<file path="config.mk">
export PLATFORM = sky130hd
export DESIGN_NAME = peripheral_clock_gating
export DESIGN_NICKNAME = d
export VERILOG_FILES = /design/src/rtl/clock_gating_pkg.sv /design/src/rtl/gated_access_if.sv /design/src/rtl/access_fault_check.sv /design/src/rtl/peripheral_clock_gating.sv
export SDC_FILE = /design/constraint.sdc
export NUM_CORES = 1
export LEC_CHECK = 0
export BUFFER_PORTS_ARGS = -buffer_cell sky130_fd_sc_hd__buf_4
export CORE_MARGIN = 1.5
export CORE_UTILIZATION = 51
export DETAILED_ROUTE_END_ITERATION = 10
export PLACE_DENSITY_LB_ADDON = 0.05
export SETUP_SLACK_MARGIN = 0.02
export SLEW_MARGIN = 20
export SYNTH_ARGS = -nofsm -noshare
export SYNTH_HDL_FRONTEND = slang
export SYNTH_SLANG_ARGS = --single-unit
</file>
<file path="constraint.sdc">
create_clock -name clk -period 2.02 [get_ports clk]
set_input_delay 0.404 -clock clk [delete_from_list [all_inputs] [get_ports clk]]
set_output_delay 0.404 -clock clk [all_outputs]
set_load 0.02 [all_outputs]
</file>
<file path="src/rtl/clock_gating_pkg.sv">
// constants shared by the clock gating block and its access checker
// assumes a 32-bit apb register bus and a single system clock
package clock_gating_pkg;

  // ----------------------------------------------------------------
  // register byte offsets
  // ----------------------------------------------------------------
  localparam logic [11:0] run_gating_set0_off        = 12'h100;
  localparam logic [11:0] run_gating_set1_off        = 12'h104;
  localparam logic [11:0] sleep_gating_set0_off      = 12'h110;
  localparam logic [11:0] sleep_gating_set1_off      = 12'h114;
  localparam logic [11:0] deep_sleep_gating_set0_off = 12'h120;
  localparam logic [11:0] deep_sleep_gating_set1_off = 12'h124;
  localparam logic [11:0] run_clock_config_off       = 12'h060;
  localparam logic [11:0] int_status_off             = 12'h050;
  localparam logic [11:0] int_mask_off               = 12'h054;

  // ----------------------------------------------------------------
  // field positions
  // ----------------------------------------------------------------
  localparam int watchdog_bit       = 3;
  localparam int adc_rate_lsb       = 8;
  localparam int adc_rate_msb       = 11;
  localparam int adc_zero_bit       = 16;
  localparam int pwm_bit            = 20;
  localparam int async_serial_bit   = 0;
  localparam int sync_serial_bit    = 4;
  localparam int gp_timer_zero_bit  = 16;
  localparam int auto_gating_bit    = 27;

  // writable bits of each register; all others read zero
  localparam logic [31:0] set0_mask   = 32'h0011_0f08;
  localparam logic [31:0] set1_mask   = 32'h0001_0011;
  localparam logic [31:0] config_mask = 32'h0800_0000;
  localparam logic [31:0] irq_mask    = 32'h0000_0003;
  localparam logic [31:0] reset_value = 32'h0000_0000;

  // adc sample rate codes
  localparam logic [3:0] adc_rate_125k = 4'h0;
  localparam logic [3:0] adc_rate_250k = 4'h1;

  // unit indices of the gated clock vector
  localparam int unit_count        = 6;
  localparam int unit_watchdog     = 0;
  localparam int unit_adc          = 1;
  localparam int unit_pwm          = 2;
  localparam int unit_timer        = 3;
  localparam int unit_sync_serial  = 4;
  localparam int unit_async_serial = 5;

  // interrupt status bits
  localparam int irq_fault_bit = 0;
  localparam int irq_mode_bit  = 1;

  // processor power state
  typedef enum logic [1:0] {
    pwr_run,
    pwr_sleep,
    pwr_deep_sleep
  } power_state_t;

endpackage

</file>
<file path="src/rtl/gated_access_if.sv">
// carries a unit-access request and the gated enables to the checker
// assumes the checker sits on the same clock as the top module
interface gated_access_if;
  import clock_gating_pkg::*;
  logic                  req;
  logic [2:0]            unit;
  logic [unit_count-1:0] enables;
  logic                  fault;
  logic                  ok;
  modport top (output req, output unit, output enables, input fault, input ok);
  modport chk (input req, input unit, input enables, output fault, output ok);
endinterface

</file>
<file path="src/rtl/access_fault_check.sv">
// answers a unit access with fault or normal completion
// assumes the request is a one-cycle pulse from the top module
module access_fault_check
  import clock_gating_pkg::*;
(
  input  wire logic     clk,
  input  wire logic     sys_rst,
  gated_access_if.chk   acc
);

  typedef struct packed {
    logic fault;
    logic ok;
  } chk_state_t;

  chk_state_t s_q;
  chk_state_t s_d;

  // ----------------------------------------------------------------
  // decide answer one cycle after the request
  // ----------------------------------------------------------------
  always_comb begin
    s_d = '{fault: 1'b0, ok: 1'b0};
    if (acc.req && acc.unit < 3'(unit_count)) begin
      s_d.fault = !acc.enables[acc.unit];
      s_d.ok    = acc.enables[acc.unit];
    end else if (acc.req) begin
      s_d.fault = 1'b1; // no such unit: never clocked
    end
  end

  always_ff @(posedge clk or posedge sys_rst) begin
    if (sys_rst) begin
      s_q <= '{fault: 1'b0, ok: 1'b0};
    end else begin
      s_q <= s_d;
    end
  end

  assign acc.fault = s_q.fault;
  assign acc.ok    = s_q.ok;

endmodule

</file>
<file path="src/rtl/peripheral_clock_gating.sv">
// peripheral clock gating: run, sleep and deep-sleep enable sets
// assumes apb master on clk, power state from the processor on clk
//
// What this block does
// - set bit clocks unit, clear bit stops it
// - access to unclocked unit answers bus fault
// - all gating bits reset to zero
// - separate run, sleep and deep-sleep sets
// - sleep sets used only with auto gating
// - set0 bit 3 enables watchdog clock
// - set0 bits 11:8 select adc rate
// - run set1 bit 16 enables timer zero
// - reserved bits read zero, ignore writes
// - unimplemented unit bits behave as reserved
// - set1 bit 4 enables sync serial
// - set1 bit 0 enables async serial
//
// Our own choice: the APB register port.
module peripheral_clock_gating
  import clock_gating_pkg::*;
(
  input  wire logic                  clk,
  input  wire logic                  sys_rst,
  // apb slave
  input  wire logic                  psel,
  input  wire logic                  penable,
  input  wire logic                  pwrite,
  input  wire logic [11:0]           paddr,
  input  wire logic [31:0]           pwdata,
  output logic      [31:0]           prdata,
  output logic                       pready,
  output logic                       pslverr,
  // processor power state, same clock domain
  input  wire logic                  sleeping,
  input  wire logic                  deep_sleep,
  // peripheral access port, one-cycle request
  input  wire logic                  unit_req,
  input  wire logic [2:0]            unit_sel,
  output logic                       unit_fault,
  output logic                       unit_ok,
  // gated outputs
  output logic                       watchdog_unit_clk,
  output logic                       adc_zero_clk,
  output logic                       pwm_unit_clk,
  output logic                       gp_timer_zero_clk,
  output logic                       sync_serial_zero_clk,
  output logic                       async_serial_zero_clk,
  output logic [3:0]                 adc_sample_rate_sel,
  output logic                       irq
);

  // ----------------------------------------------------------------
  // state
  // ----------------------------------------------------------------
  typedef struct packed {
    logic [31:0]           run0;
    logic [31:0]           run1;
    logic [31:0]           sleep0;
    logic [31:0]           sleep1;
    logic [31:0]           deep0;
    logic [31:0]           deep1;
    logic [31:0]           cfg;
    logic [31:0]           status;
    logic [31:0]           mask;
    logic [31:0]           rdata;
    logic [unit_count-1:0] en;
    logic [3:0]            rate;
    power_state_t          pwr;
  } gate_state_t;

  gate_state_t s_q;
  gate_state_t s_d;

  gated_access_if acc ();

  logic wr_stb;
  logic rd_stb;
  logic hit;

  // ----------------------------------------------------------------
  // helpers
  // ----------------------------------------------------------------
  // masked write keeps reserved positions at zero
  function automatic logic [31:0] wr_mask(input logic [31:0] d, input logic [31:0] m);
    return d & m;
  endfunction

  // unit enable vector from one set0 and one set1 register
  function automatic logic [unit_count-1:0] unit_enables(input logic [31:0] r0, input logic [31:0] r1);
    logic [unit_count-1:0] e;
    e = '0;
    e[unit_watchdog]     = r0[watchdog_bit];
    e[unit_adc]          = r0[adc_zero_bit];
    e[unit_pwm]          = r0[pwm_bit];
    e[unit_timer]        = r1[gp_timer_zero_bit];
    e[unit_sync_serial]  = r1[sync_serial_bit];
    e[unit_async_serial] = r1[async_serial_bit];
    return e;
  endfunction

  // ----------------------------------------------------------------
  // apb decode
  // ----------------------------------------------------------------
  // zero-wait slave: write and read both complete in the access cycle
  assign wr_stb = psel && penable && pwrite;
  assign rd_stb = psel && !penable && !pwrite;

  always_comb begin
    unique case (paddr)
      run_gating_set0_off, run_gating_set1_off, sleep_gating_set0_off,
      sleep_gating_set1_off, deep_sleep_gating_set0_off,
      deep_sleep_gating_set1_off, run_clock_config_off,
      int_status_off, int_mask_off: hit = 1'b1;
      default: hit = 1'b0;
    endcase
  end

  assign pready  = 1'b1;
  assign pslverr = psel && penable && !hit;
  assign prdata  = s_q.rdata;

  // ----------------------------------------------------------------
  // next state
  // ----------------------------------------------------------------
  always_comb begin
    logic [unit_count-1:0] sel_en;
    logic [3:0]            sel_rate;
    logic [31:0]           clr;
    logic [31:0]           ev;
    sel_en   = '0;
    sel_rate = '0;
    clr      = '0;
    ev       = '0;
    s_d      = s_q;

    // register writes
    if (wr_stb) begin
      unique case (paddr)
        run_gating_set0_off:        s_d.run0   = wr_mask(pwdata, set0_mask);
        run_gating_set1_off:        s_d.run1   = wr_mask(pwdata, set1_mask);
        sleep_gating_set0_off:      s_d.sleep0 = wr_mask(pwdata, set0_mask);
        sleep_gating_set1_off:      s_d.sleep1 = wr_mask(pwdata, set1_mask);
        deep_sleep_gating_set0_off: s_d.deep0  = wr_mask(pwdata, set0_mask);
        deep_sleep_gating_set1_off: s_d.deep1  = wr_mask(pwdata, set1_mask);
        run_clock_config_off:       s_d.cfg    = wr_mask(pwdata, config_mask);
        int_status_off:             clr        = wr_mask(pwdata, irq_mask);
        int_mask_off:               s_d.mask   = wr_mask(pwdata, irq_mask);
        default: ;
      endcase
    end

    // read data latched in the setup cycle
    if (rd_stb) begin
      unique case (paddr)
        run_gating_set0_off:        s_d.rdata = s_q.run0;
        run_gating_set1_off:        s_d.rdata = s_q.run1;
        sleep_gating_set0_off:      s_d.rdata = s_q.sleep0;
        sleep_gating_set1_off:      s_d.rdata = s_q.sleep1;
        deep_sleep_gating_set0_off: s_d.rdata = s_q.deep0;
        deep_sleep_gating_set1_off: s_d.rdata = s_q.deep1;
        run_clock_config_off:       s_d.rdata = s_q.cfg;
        int_status_off:             s_d.rdata = s_q.status;
        int_mask_off:               s_d.rdata = s_q.mask;
        default:                    s_d.rdata = '0;
      endcase
    end

    // power state: deep sleep wins when both inputs are high
    if (deep_sleep) begin
      s_d.pwr = pwr_deep_sleep;
    end else if (sleeping) begin
      s_d.pwr = pwr_sleep;
    end else begin
      s_d.pwr = pwr_run;
    end

    // choose the set in force; sleep sets only with auto gating
    unique case (s_q.pwr)
      pwr_run: begin
        sel_en   = unit_enables(s_q.run0, s_q.run1);
        sel_rate = s_q.run0[adc_rate_msb:adc_rate_lsb];
      end
      pwr_sleep: begin
        if (s_q.cfg[auto_gating_bit]) begin
          sel_en   = unit_enables(s_q.sleep0, s_q.sleep1);
          sel_rate = s_q.sleep0[adc_rate_msb:adc_rate_lsb];
        end else begin
          sel_en   = unit_enables(s_q.run0, s_q.run1);
          sel_rate = s_q.run0[adc_rate_msb:adc_rate_lsb];
        end
      end
      pwr_deep_sleep: begin
        if (s_q.cfg[auto_gating_bit]) begin
          sel_en   = unit_enables(s_q.deep0, s_q.deep1);
          sel_rate = s_q.deep0[adc_rate_msb:adc_rate_lsb];
        end else begin
          sel_en   = unit_enables(s_q.run0, s_q.run1);
          sel_rate = s_q.run0[adc_rate_msb:adc_rate_lsb];
        end
      end
      default: ;
    endcase
    s_d.en   = sel_en;
    s_d.rate = sel_rate;

    // events: access fault and a change of the power state
    ev[irq_fault_bit] = acc.fault;
    ev[irq_mode_bit]  = (s_d.pwr != s_q.pwr);
    // set wins over a clear in the same cycle
    s_d.status = (s_q.status & ~clr) | ev;
  end

  // ----------------------------------------------------------------
  // registers
  // ----------------------------------------------------------------
  always_ff @(posedge clk or posedge sys_rst) begin
    if (sys_rst) begin
      s_q <= '{run0: reset_value, run1: reset_value, sleep0: reset_value,
               sleep1: reset_value, deep0: reset_value, deep1: reset_value,
               cfg: reset_value, status: reset_value, mask: reset_value,
               rdata: reset_value, en: '0, rate: adc_rate_125k,
               pwr: pwr_run};
    end else begin
      s_q <= s_d;
    end
  end

  // ----------------------------------------------------------------
  // access checker
  // ----------------------------------------------------------------
  assign acc.req     = unit_req;
  assign acc.unit    = unit_sel;
  assign acc.enables = s_q.en;

  access_fault_check u_check (
    .clk     (clk),
    .sys_rst (sys_rst),
    .acc     (acc)
  );

  assign unit_fault = acc.fault;
  assign unit_ok    = acc.ok;

  // ----------------------------------------------------------------
  // outputs
  // ----------------------------------------------------------------
  // enables are registered; a clock-gate cell downstream uses them
  assign watchdog_unit_clk     = s_q.en[unit_watchdog];
  assign adc_zero_clk          = s_q.en[unit_adc];
  assign pwm_unit_clk          = s_q.en[unit_pwm];
  assign gp_timer_zero_clk     = s_q.en[unit_timer];
  assign sync_serial_zero_clk  = s_q.en[unit_sync_serial];
  assign async_serial_zero_clk = s_q.en[unit_async_serial];
  assign adc_sample_rate_sel   = s_q.rate;
  assign irq                   = |(s_q.status & s_q.mask);

endmodule

</file>
==> impl_metrics.toml <==
[global_route]
grt_busiest_layer = "met2"
grt_first_pass_wirelength_microns = 11200
met1_usage = 0.321
use_met2 = 0.359
grt_max_degree = 42
use_met3 = 0.0393
grt_usage = 0.235
antenna_found_initial = 0
grt_pass1_vias = 2248
overflow = 0

[synth]
synth_top_family_by_area = "multiplexers"
synth-edff-count = 0
muxShareOfSynthArea = 0.177
ys_async_sr_fraction = 1.00
yosys.area_share.simple = 0.118
synthXorXnorAreaFrac = 0.00282
synth_adder_area_share = 0
yosysUniqueCellTypes = 42
ys.flop_type = "dfrtp_1"
yosysWarnings = 0
ys_ff_latch = 60
synth-compound-area-share = 0.104
syn_area_per_cell_sq_um = 10.8
ys_seq_area_frac = 0.484
synth_area_sq_mm = 0.00310
synth_cells = 288

[setup_path]
cp_top_family = "simple AND/OR/NAND/NOR gates"
startpoint = "paddr[10]"
cp_num_buf_inv = 4
cp_slowest_cell = "or4_4"
cp_slowest_stage_delay_ps = 570
crit_chain = "buf_6, or4_4, buf_6, nor4_4, buf_4, nor3_2, buf_4"
startpoint_type = "input port"
crit_type = "input port to output port"
cp-end-kind = "output port"
critPathArrivalTime_ps = 1750
cp_num_cells = 7
r2r_cells = 4
r2r-start = "s_q[156]"
r2r_slack_ps = 490
r2r-end = "prdata[16]"
crit_fanout = 3
required_ps = 1620
critPathCapture = "pslverr"

[floorplan]
pin_count = 102
die_h_microns = 81
rows = 28
start_util = 0.527
die_x_microns = 81
die_area_sq_mm = 0.00656
core_sq_mm = 0.00589

[cts]
cts_sinks = 60
cts_tree = "yes"
ctsHoldBuffers = 0
clockBufferDepth = 2
clockRootBuffer = "clkbuf_8"
clk_pin_slew_worst_paths_ps = 70
htreeDepth = 3
clk_latency_ps = 340
cts_buffers = 9

[timing]
fmax_mhz = 464
report.final.setup_viol = 1
final_hold_viol_count = 0
worst_pin_slew_ps = 518
maxSlewViolCount = 0
rsz0062_at_grt = "yes"
finalClockSkew_ps = 7.50
min_period_ps = 2160
period_share = 1.07
whs_ps = 59.3
slew_headroom = 0.653
setup_ws_ps = -136

[cells_and_area]
final_cell_mix = "buf_4, dfrtp_1, mux2_2, conb_1"
stdcell_count = 430
drive_above_1_share = 0.403
fill_cells = 473
antenna_cells = 0
final_common_cell = "buf_4"
seqCellArea_sq_mm = 0.00150
multi_input_area_sq_mm = 0.00138
fin_nets = 405
syn2layout_area_growth_pct = 22.7

[pwr]
power_w = 0.00249
ir_worst_vdd_v = 0.000363
power_density_mw_per_mm2 = 654
power_leakage_nw = 1.88

[placed_design]
dpl.cell_count = 413
portBuffers = 58
gp_congestion = 0.792
dp.final_hpwl_microns = 5190

[run]
maxCapViolCount = 0

[hold_path]
hold_class = "input port to asynchronous set/reset pin"

[routing]
wl_per_cell_microns = 16.8
firstDrtPassIters = 4
ant_nets = 0
post-route-drc-count = 0
drt_wl_total_microns = 7240
via_per_inst = 5.45
dr_total_vias = 2345
drtIter0Drc = 131

[run_status]
violations = "negative setup slack"
status = "complete, but fails checks"
==> power breakdown <==
group          leakage [nW]  internal [W]  total, W  switching [W]
logic                 0.966     0.0000931  0.000241       0.000148
clock network        0.0947      0.000571   0.00104       0.000468
registers             0.822       0.00121   0.00121     0.00000412
total                  1.88       0.00187   0.00249       0.000620
==> synth_stat cells (4+ instances only) <==
cell type  count  area (sq um)
dfrtp_1       60          1500
buf_4         37           278
a21oi_1       12          60.1
nor2_1        18          67.6
o22ai_1       11          68.8
inv_1          7          26.3
o21ai_0        7          35.0
clkbuf_1      12          45.0
mux2_2        36           405
nand3_1        4          20.0
mux2i_1       12           120
a211oi_1       6          45.0
nor3_1         5          25.0
nand2_1       18          67.6
o21ai_1        6          30.0
==> cell type report <==
cell class                 count  share of cell area
sequential                    60               0.394
timing repair buffer          80               0.164
tap                           75              0.0247
multi-input combinational    192               0.362
clock buffer                  12              0.0355
clock inverter                 4              0.0128
inverter                       7             0.00690
==> layer usage <==
layer	wire length, microns	vias to the layer above
li1	-	1093
met1	3310	1147
met2	3330	91
met3	418	14
met4	174	0
met5	0	-
==> flip-flops by register name (all words and copies together) (netlist names) <==
name,flops
u_check.acc.fault,1
s_q,37
u_check.acc.ok,1
adc_sample_rate_sel,4
prdata,11
acc.enables,6
==> what timing repair did <==
action	4_1_cts	5_1_grt
cloned	0	0
pin swaps	1	1
setup buffers	0	1
endpoints found under the setup margin	1	6
gates resized for setup	5	4
==> worst min path at each step <==
| stage | endpoint | slack, ps | startpoint |
|---|---|---|---|
| global placement | s_q[272] | 430 | sys_rst |
| CTS | s_q[272] | 70 | sys_rst |
| floorplan | s_q[1] | 440 | deep_sleep |
| detailed placement | s_q[272] | 440 | sys_rst |
| finish | s_q[272] | 60 | sys_rst |
| global route | s_q[272] | 100 | sys_rst |
==> stage by stage <==
step,instance area [sq um],setup WS [ps],TNS (ps),util
6_report,3810,-136,-136,0.647
5_1_grt,3810,-168,-168,0.647
4_1_cts,3770,-125,-125,0.640
3_5_place_dp,3560,-251,-7830,0.606
3_3_place_gp,3560,-247,-7240,0.606
2_1_floorplan,3190,-108,-108,-
==> logic make-up after synthesis <==
family	count (synthesis)
compound gates	52
xor+xnor	1
buf+inv	56
flops	60
mux	49
other cells	2
simple gates	68
==> worst reg2reg max path: stages (launching register included) <==
cell and delay, ps:
dfrtp_1 400, mux2_2 280, a22o_1 230, a221oi_1 370
o21ai_0 120
Note: power is estimated with default switching activity, not from simulation.
